## src/rtl/lmb_defines.svh

```systemverilog
// Constants for the local multiplexed burst bus master
`ifndef LMB_DEFINES_SVH
`define LMB_DEFINES_SVH
`define LMB_REGION_8 2'h0
`define LMB_REGION_16 2'h1
`define LMB_REGION_32 2'h2
`define LMB_BE_IDLE 4'hf
`define LMB_AD_IDLE 32'h0000_0000
`define LMB_STEP_8 2'h1
`define LMB_STEP_16 2'h2
`endif

```

## src/rtl/lmb_pkg.sv

```systemverilog
// Types for the local multiplexed burst bus master
package lmb_pkg;
  typedef enum logic [2:0] {ST_IDLE, ST_ADDR, ST_DATA, ST_RECOV, ST_HOLD, ST_HALT} lmb_state_t;

  typedef struct packed {
    logic [31:0] addr;
    logic [1:0] count_m1;
    logic write;
    logic data_acc;
    logic [1:0] region;
    logic [3:0] be_n;
    logic [3:0][31:0] wdata;
  } lmb_req_t;

  typedef struct packed {
    logic [31:0] ad;
    logic ad_oe;
    logic ctl_oe;
    logic strobe_n;
    logic ale;
    logic last_n;
    logic [3:0] be_n;
    logic dphase_n;
    logic dir;
    logic dc;
    logic wr;
    logic grant;
  } lmb_pins_t;

  typedef struct packed {
    lmb_state_t st;
    lmb_pins_t pin;
    lmb_req_t req;
    logic [1:0] xfer;
    logic [1:0] low_a;
    logic last_wr;
    logic [31:0] last_addr;
    logic [31:0] last_data;
    logic [31:0] rdata;
    logic rvalid;
    logic done;
    logic strap_taken;
    logic core_hold;
    logic ready_s1;
    logic ready_s2;
    logic hold_s1;
    logic hold_s2;
    logic strap_s1;
    logic strap_s2;
  } lmb_regs_t;
endpackage : lmb_pkg

```

## src/rtl/lmb_bus_master.sv

```systemverilog
// Local multiplexed burst bus master sequencer and pin driver
`timescale 1ns/1ps
`include "lmb_defines.svh"
module lmb_bus_master (
  // Clock, reset, enable
  input wire logic core_clk,
  input wire logic sys_rst,
  input wire logic clk_en,
  // Core request side
  input wire logic req_valid,
  input wire lmb_pkg::lmb_req_t req,
  output logic req_ready,
  output logic [31:0] rd_data,
  output logic rd_valid,
  output logic xfer_done,
  // Core control
  input wire logic halt_req,
  input wire logic core_rst_clear,
  output logic core_in_reset,
  // Bus pins
  input wire logic [31:0] addr_data_bus_in,
  output logic [31:0] addr_data_bus_out,
  output logic addr_data_bus_oe,
  output logic ctl_oe,
  output logic addr_strobe_n,
  output logic addr_latch_en,
  output logic last_xfer_n,
  output logic [3:0] byte_lane_en_n,
  output logic data_phase_en_n,
  output logic xfer_dir,
  output logic data_code,
  output logic write_read,
  input wire logic ext_ready_recover_n,
  input wire logic hold_req,
  output logic bus_grant_ack,
  input wire logic rst_mode_strap
);
  import lmb_pkg::*;

  lmb_regs_t r;
  lmb_regs_t n;

  // ----------------------------------------
  // Byte lane mapping
  // ----------------------------------------
  function automatic logic [3:0] lane_map(input logic [1:0] region, input logic [3:0] be_n,
                                          input logic [1:0] low_a);
    logic [3:0] m;
    m = be_n;
    if (region == `LMB_REGION_16)
      m = {be_n[1], 1'b1, low_a[1], be_n[0]};
    else if (region == `LMB_REGION_8)
      m = {2'b11, low_a};
    return m;
  endfunction : lane_map

  function automatic logic strap_ok();
    return r.strap_taken && !r.core_hold;
  endfunction : strap_ok

  // ----------------------------------------
  // Next state
  // ----------------------------------------
  logic rdy;
  logic hold_rq;
  assign rdy = ~r.ready_s2;
  assign hold_rq = r.hold_s2;

  always_comb
  begin
    n = r;
    n.rvalid = 1'b0;
    n.done = 1'b0;
    // Ready, hold and strap pins pass two flops before use; first stage read by second only
    n.ready_s1 = ext_ready_recover_n;
    n.ready_s2 = r.ready_s1;
    n.hold_s1 = hold_req;
    n.hold_s2 = r.hold_s1;
    n.strap_s1 = rst_mode_strap;
    n.strap_s2 = r.strap_s1;
    // Strap taken once, after reset release through the synchroniser
    if (!r.strap_taken)
    begin
      n.strap_taken = 1'b1;
      n.core_hold = ~r.strap_s2;
    end
    else if (core_rst_clear)
    begin
      n.core_hold = 1'b0;
    end
    unique case (r.st)
      ST_IDLE:
      begin
        if (hold_rq)
        begin
          n.st = ST_HOLD;
          n.pin.grant = 1'b1;
          n.pin.ctl_oe = 1'b0;
          n.pin.ad_oe = 1'b0;
        end
        else if (halt_req)
        begin
          n.st = ST_HALT;
          n.pin.ad_oe = 1'b1;
          n.pin.ad[31:2] = r.last_wr ? r.last_data[31:2] : r.last_addr[31:2];
          n.pin.ad[1:0] = r.req.count_m1;
          n.pin.ale = 1'b0;
          n.pin.dphase_n = 1'b1;
          n.pin.strobe_n = 1'b1;
          n.pin.last_n = 1'b1;
        end
        else if (req_valid && strap_ok())
        begin
          n.st = ST_ADDR;
          n.req = req;
          n.xfer = 2'h0;
          n.low_a = req.addr[1:0];
          n.pin.ad_oe = 1'b1;
          n.pin.ad = {req.addr[31:2], req.count_m1};
          n.pin.strobe_n = 1'b0;
          n.pin.ale = 1'b1;
          n.pin.be_n = lane_map(req.region, req.be_n, req.addr[1:0]);
          n.pin.dir = req.write;
          n.pin.wr = req.write;
          n.pin.dc = req.data_acc;
          n.last_wr = req.write;
          n.last_addr = req.addr;
        end
      end
      ST_ADDR:
      begin
        n.st = ST_DATA;
        n.pin.strobe_n = 1'b1;
        n.pin.ale = 1'b0;
        n.pin.dphase_n = 1'b0;
        n.pin.last_n = (r.req.count_m1 != 2'h0);
        n.pin.ad_oe = r.req.write;
        n.pin.ad = r.req.wdata[0];
        if (r.req.write)
          n.last_data = r.req.wdata[0];
      end
      ST_DATA:
      begin
        if (rdy)
        begin
          n.rvalid = ~r.req.write;
          n.rdata = addr_data_bus_in;
          if (r.xfer == r.req.count_m1)
          begin
            n.st = ST_RECOV;
            n.done = 1'b1;
            n.pin.dphase_n = 1'b1;
            n.pin.last_n = 1'b1;
            n.pin.ad_oe = 1'b0;
            n.pin.be_n = `LMB_BE_IDLE;
          end
          else
          begin
            n.xfer = 2'(r.xfer + 2'h1);
            n.pin.last_n = (n.xfer != r.req.count_m1);
            n.pin.ad = r.req.wdata[n.xfer];
            if (r.req.write)
              n.last_data = r.req.wdata[n.xfer];
            if (r.req.region == `LMB_REGION_8)
              n.low_a = 2'(r.low_a + `LMB_STEP_8);
            else if (r.req.region == `LMB_REGION_16)
              n.low_a = 2'(r.low_a + `LMB_STEP_16);
            n.pin.be_n = lane_map(r.req.region, r.req.be_n, n.low_a);
          end
        end
        // Without ready every bus pin holds, rd_valid and xfer_done stay low: a wait state
      end
      ST_RECOV:
      begin
        // Direction kept here; data-phase enable already released
        if (~rdy)
          n.st = ST_IDLE;
      end
      ST_HOLD:
      begin
        if (!hold_rq)
        begin
          n.st = ST_IDLE;
          n.pin.grant = 1'b0;
          n.pin.ctl_oe = 1'b1;
        end
      end
      ST_HALT:
      begin
        if (hold_rq)
        begin
          n.st = ST_HOLD;
          n.pin.grant = 1'b1;
          n.pin.ctl_oe = 1'b0;
          n.pin.ad_oe = 1'b0;
        end
        else if (!halt_req)
        begin
          n.st = ST_IDLE;
          n.pin.ad_oe = 1'b0;
        end
      end
    endcase
  end

  // ----------------------------------------
  // State register
  // ----------------------------------------
  always_ff @(posedge core_clk)
  begin
    if (sys_rst)
    begin
      r <= '0;
      r.st <= ST_IDLE;
      r.pin.ad <= `LMB_AD_IDLE;
      r.pin.ctl_oe <= 1'b1;
      r.pin.strobe_n <= 1'b1;
      r.pin.last_n <= 1'b1;
      r.pin.be_n <= `LMB_BE_IDLE;
      r.pin.dphase_n <= 1'b1;
      r.pin.dir <= 1'b0;
      r.pin.ale <= 1'b0;
      r.core_hold <= 1'b1;
      r.ready_s1 <= 1'b1;
      r.ready_s2 <= 1'b1;
      // Strap keeps shifting in reset so its level is known at release
      r.strap_s1 <= rst_mode_strap;
      r.strap_s2 <= r.strap_s1;
    end
    else if (clk_en)
    begin
      r <= n;
    end
  end

  // ----------------------------------------
  // Outputs
  // ----------------------------------------
  assign req_ready = (r.st == ST_IDLE) && !hold_rq && !halt_req && strap_ok();
  assign rd_data = r.rdata;
  assign rd_valid = r.rvalid;
  assign xfer_done = r.done;
  assign core_in_reset = r.core_hold;
  assign addr_data_bus_out = r.pin.ad;
  assign addr_data_bus_oe = r.pin.ad_oe;
  assign ctl_oe = r.pin.ctl_oe;
  assign addr_strobe_n = r.pin.strobe_n;
  assign addr_latch_en = r.pin.ale;
  assign last_xfer_n = r.pin.last_n;
  assign byte_lane_en_n = r.pin.be_n;
  assign data_phase_en_n = r.pin.dphase_n;
  // Direction only changes on address entry, never in a data phase
  assign xfer_dir = r.pin.dir;
  assign data_code = r.pin.dc;
  assign write_read = r.pin.wr;
  assign bus_grant_ack = r.pin.grant;
endmodule : lmb_bus_master

```

## config.mk

```make
export PLATFORM = sky130hd
export DESIGN_NAME = lmb_bus_master
export DESIGN_NICKNAME = d
export VERILOG_FILES = /design/src/rtl/lmb_pkg.sv /design/src/rtl/lmb_bus_master.sv
export VERILOG_INCLUDE_DIRS = /design/src /design/src/rtl
export SDC_FILE = /design/constraint.sdc
export NUM_CORES = 1
export LEC_CHECK = 0
export BUFFER_PORTS_ARGS = -buffer_cell sky130_fd_sc_hd__buf_4
export CAP_MARGIN = 20
export CORE_UTILIZATION = 59
export DETAILED_ROUTE_END_ITERATION = 8
export GPL_ROUTABILITY_DRIVEN = 0
export PLACE_DENSITY_LB_ADDON = 0.2
export SETUP_SLACK_MARGIN = 0.05
export SLEW_MARGIN = 20
export SYNTH_ARGS = -nofsm -noshare
export SYNTH_HDL_FRONTEND = slang
export SYNTH_SLANG_ARGS = --single-unit
```

## constraint.sdc

```tcl
create_clock -name core_clk -period 3.6 [get_ports core_clk]
set_clock_uncertainty 0.05 [all_clocks]
set_input_delay 0.18 -clock core_clk [delete_from_list [all_inputs] [get_ports core_clk]]
set_output_delay 0.18 -clock core_clk [all_outputs]
set_load 0.05 [all_outputs]
```

# [Word level (Yosys, flattened, before mapping)]
# Index checks and enable logic that the tools add are counted.
[classes] n_addsub=3 magnitude_cmp=1 n_eq_ne=25 n_mux=65 bitwise_logic=5 reduce_logical=33
[op_table] operator="$mux W32" count=6
[op_table] operator="$mux W37" count=3
[op_table] operator="$mux W36" count=3
[op_table] operator="$pmux W32 S3" count=1
[op_table] operator="$mux W66" count=1
[op_table] operator="$bmux W32 S2" count=1
[op_table] operator="$pmux W32 S2" count=1
[op_table] operator="$mux W4" count=8
[op_table] operator="$mux W30" count=1
[op_table] operator="$reduce_and A6 Y1" count=5
[op_table] operator="$mux W3" count=8
[op_table] operator="$ne A2 B2 Y1 const B" count=12
[op_table] operator="$pmux W3 S6" count=1
[op_table] operator="$pmux W4 S2" count=2
[op_table] operator="$mux W2" count=7
[op_table] operator="$reduce_and A7 Y1" count=2
[op_table] operator="$mux W1" count=13
[op_table] operator="$reduce_bool A2 Y1" count=6
[op_table] operator="$mux W11" count=1
[op_table] operator="$reduce_and A5 Y1" count=2
[op_table] operator="$reduce_and A4 Y1" count=2
[op_table] operator="$eq A3 B2 Y1 const B" count=2
[op_table] operator="$eq A3 B3 Y1 const B" count=2
[op_table] operator="$mux W6" count=1
[op_table] operator="25 further kinds" count=41
[word_totals] ff_bits=294 input_bits=211 word_cells=166

# [Longest topological paths before layout]
[logic_depth] ltp_word=8 depth_mapped=9 mapped_depth_nobuf=5

# [Worst setup path before layout]
# No wires, ideal clock.
[synth_timing] path_kind="register -> output" from="register r[327] (netlist bit)" to="output req_ready" arrival_time_ns=2.272 path_slack_ns=1.098 path_stages_with_launch=5 cell_sequence="dfxtp_1 buf_2 nor2_1 nand2_1 nor4_1"
[synth_between] elab_chain_len=4
[synth_rtl] item="from (decl)" line="lmb_bus_master.sv:40" text="lmb_regs_t r;"
[synth_rtl] item="from (signal assigned)" line="lmb_bus_master.sv:232" text="r <= n;"
[synth_rtl] item="$logic_not A3 Y1" line="lmb_bus_master.sv:239" text="assign req_ready = (r.st == ST_IDLE) && !hold_rq && !halt_req && strap_ok();"
[synth_rtl] item="$logic_and A1 B1 Y1 (3 in series)" line="lmb_bus_master.sv:239"
[synth_rtl] item="to (decl)" line="lmb_bus_master.sv:12" text="output logic req_ready,"
# Every way passes these cells.

# [Final worst setup path]
[layout_timing] from="register r[328] (netlist bit)" to="register r[207] (netlist bit)"
[layout_between] elab_chain_len=2
[layout_rtl] item="$logic_not A3 Y1" line="lmb_bus_master.sv:91" text="unique case (r.st)"
[layout_rtl] item="$reduce_and A5 Y1 (no line)"
# Every way passes these cells.
# A chain may end at the register's enable or synchronous reset.

==> metrics.md <==
| Metric | Value |
|---|---|
| Status | `complete, no violations` |
| Routed len/inst | `18.6 microns` |
| Final setup viols | `0` |
| Core box area | `0.0226 sq mm` |
| Hold_sp | `sys_rst` |
| Synth Instances | `1642` |
| Worst hold path class | `in2reg` |
| Synth top area share | `42.3%` |
| End of the worst hold path | `r[143]$_SDFFE_PP0P_` |
| Sequential share of the synthesized area | `42.7%` |
| Fill cells | `1407` |
| Syn Area/Cell | `8.31 sq um` |
| Antenna Nets Post-Route | `0` |
| Yosys Warn Count | `0` |
| Synth Net Count | `1853` |
| Reg power frac | `44.4%` |
| VDD IR max | `0.000410 V` |
| Register-to-Register Path Depth | `6` |
| Site Rows | `55` |
| HPWL Detailed | `23800 microns` |
| Port Buf Inserts | `292` |
| Vias in the first global route | `13400` |
| Initial antenna violation count | `2` |
| CTS buffer count | `29` |
| Combinational share of power | `16.6%` |
| Tmin final | `2910 ps` |
| Proportion of layout cells with a drive suffix above 1 | `21.8%` |
| Psw | `2.00 mW` |
| Worst-path clk slew | `60 ps` |
| Cell variety after synth | `65` |
| Internal power | `5.55 mW` |
| Setup crit end kind | `flip-flop` |
| Most instantiated library cell after synthesis | `nand2_1` |
| FF-to-FF End | `r[207]$_SDFFE_PP0P_` |
| First-pass DRT Iterations | `5` |
| Placed Cells | `2039` |
| Area contributors post-synth | `dfxtp_1 42%, nand2_1 11%, a21oi_1 9.0%` |
| Mapped Area | `0.0136 sq mm` |
| Largest net degree at the start of global routing | `133` |
| Setup TNS Final | `0 ps` |
| Fmax achieved | `0.344 GHz` |
| Post-CTS resize count | `0` |
| Crit Path Class | `reg2reg` |
| Critical Path AT | `3320 ps` |
| Layout area overhead | `33.7%` |
| Die Ht | `154 microns` |
| First-pass GRT wire length | `67900 microns` |
| CTS Buffer Depth | `3` |
| Critical Path Start Type | `flip-flop` |
| H-Tree Level Count | `1` |
| Final Max Slew Viols | `0` |
| Cell taking the most area after synthesis | `dfxtp_1` |
| Die Wd | `154 microns` |
| Flop2flop setup slack | `690 ps` |
| IO Pins | `293` |
| Hold Fails Final Rpt | `0` |
| Final nets | `2204` |
| LEAKAGE | `6.82 nW` |
| Reg-to-reg critical path startpoint | `r[328]$_SDFFE_PP0P_` |
| Hold path cells | `2` |
| DRC violation count after routing | `0` |
| Number of synthesized flops with an enable pin | `2` |
| Max cap viols | `0` |
| Post-detailed-routing wire length | `42800 microns` |
| Routed via count | `13400` |
| Post-synth top cells | `415 x nand2_1, 288 x dfxtp_1, 244 x a21oi_1, 114 x nor2_1, 74 x buf_4` |
| Unrepaired setup endpoints after global routing | `false` |
| CTS tree | `done` |
| Post-synth top flop | `dfxtp_1` |
| Worst-margin pin slew | `996 ps` |
| Clock root cell | `clkbuf_16` |
| Fin crit share | `80.8%` |
| Power Density | `414 mW/mm^2` |
| Max_slew headroom | `33.6%` |
| Initial Util | `60.2%` |
| Flop and latch count out of synthesis | `290` |
| Critical-path maximum fanout | `86` |
| Worst EP required | `4010 ps` |
| CTS sink count | `290` |
| Final core utilization | `80.5%` |
| Die area | `0.0237 sq mm` |
| Post-route insts no fill | `2301` |
| Switching share of power | `26.5%` |
| FFs w/ async S/R, synth | `0%` |
| Grt ovf | `0` |
| Clock share of power | `39.0%` |
| Starting DRC count in detailed routing | `1188` |
| Routed vias/inst | `5.84` |
| Total GRT Usage | `35.5%` |
| Later-pin clock latency in the skew report | `550 ps` |
## sequential cells by signal, summed over array words and instances, names as in the netlist
signal and cells:
rd_valid 1, ctl_oe 1, bus_grant_ack 1, addr_data_bus_out 32
data_phase_en_n 1, addr_data_bus_oe 1, last_xfer_n 1, hold_rq 1
addr_latch_en 1, core_in_reset 1, xfer_done 1, byte_lane_en_n 4
n 3, addr_strobe_n 1, rd_data 32, r 208
## layer usage
metal	vias to the layer above	share of wire (%)	track usage (%)	wire [microns]
met5	-	0	0	0
met4	0	4.3	17.5	1860
met3	157	7.9	6.37	3390
met2	714	49	60.9	20800
met1	6313	39	42.9	16800
li1	6259	-	-	-
## cells by family (layout without fill, tap and decap cells)
logic type	count (synthesis)	count (layout)	synth area share (%)
compound gates	393	393	17.1
buf+inv	215	587	9.35
simple gates	639	639	19.6
xor+xnor	3	3	0.385
flops	290	290	42.7
mux	102	102	10.8
other cells	0	2	0
## cell usage in the layout, fill, tap and decap left out, types with 34 or more instances in the layout
cell / n
a211oi_1: 34
a21oi_1: 243
buf_4: 311
dfxtp_1: 285
dlygate4sd3_1: 208
mux2i_1: 34
nand2_1: 415
nor2_1: 113
nor2b_1: 39
nor3_1: 36
o22ai_1: 34
## repair_timing
action	in CTS	in global routing
hold endpoints to repair	208	0
buffers inserted	0	0
hold buffers	208	0
## cell type report
| type | count | area [sq um] | area share [%] |
|---|---|---|---|
| Timing Repair Buffer | 524 | 4510 | 24.7 |
| Antenna cell | 2 | 5.00 | 0.0274 |
| Clock buffer | 42 | 845 | 4.63 |
| Inverter | 11 | 41.3 | 0.226 |
| Tap cell | 285 | 357 | 1.96 |
| Multi-Input combinational cell | 1137 | 6570 | 36.0 |
| Sequential cell | 290 | 5830 | 32.0 |
| Clock inverter | 10 | 78.8 | 0.432 |
## how the worst max path moves through the flow
stage,depth (start not counted),startpoint,slack [ps],end
after global placement,5,r[329]$_SDFFE_PP0P_,1000,r[46]$_SDFFE_PP0P_
final,6,r[328]$_SDFFE_PP0P_,690,r[207]$_SDFFE_PP0P_
after detailed placement,6,r[328]$_SDFFE_PP0P_,910,r[208]$_SDFFE_PP0P_
after floorplan,4,r[327]$_SDFFE_PP0P_,1100,req_ready
after CTS,6,r[328]$_SDFFE_PP0P_,870,r[168]$_SDFFE_PP0P_
after global routing,6,r[328]$_SDFFE_PP0P_,510,r[207]$_SDFFE_PP0P_
## power by group through the flow
stage	sequential, mW	clock, mW	combinational (mW)
global placement	3.42	0	1.02
global route	3.36	3.11	1.33
floorplan	3.41	0	0.694
detailed placement	3.42	0	1.03
CTS	3.35	2.96	1.22
finish	3.35	2.95	1.25
## stage by stage
stage               total power, mW  hold WS [ps]  cell area [sq um]  setup WS, ps
finish                         7.55          92.4              18200           690
global route                   7.80           170              18200           510
CTS                            7.54           123              18200           868
detailed placement             4.45           316              15200           910
global placement               4.44           315              15200           998
floorplan                      4.11           229              13600          1100
## critical path, cell delays in order, from the launching register on
cell      delay (ps)
dfxtp_1          620
clkinv_1         370
nand2_1          290
or4_4            620
buf_12           410
nand2_1          140
a21oi_1          240
Note: power is estimated with default switching activity, not from simulation.
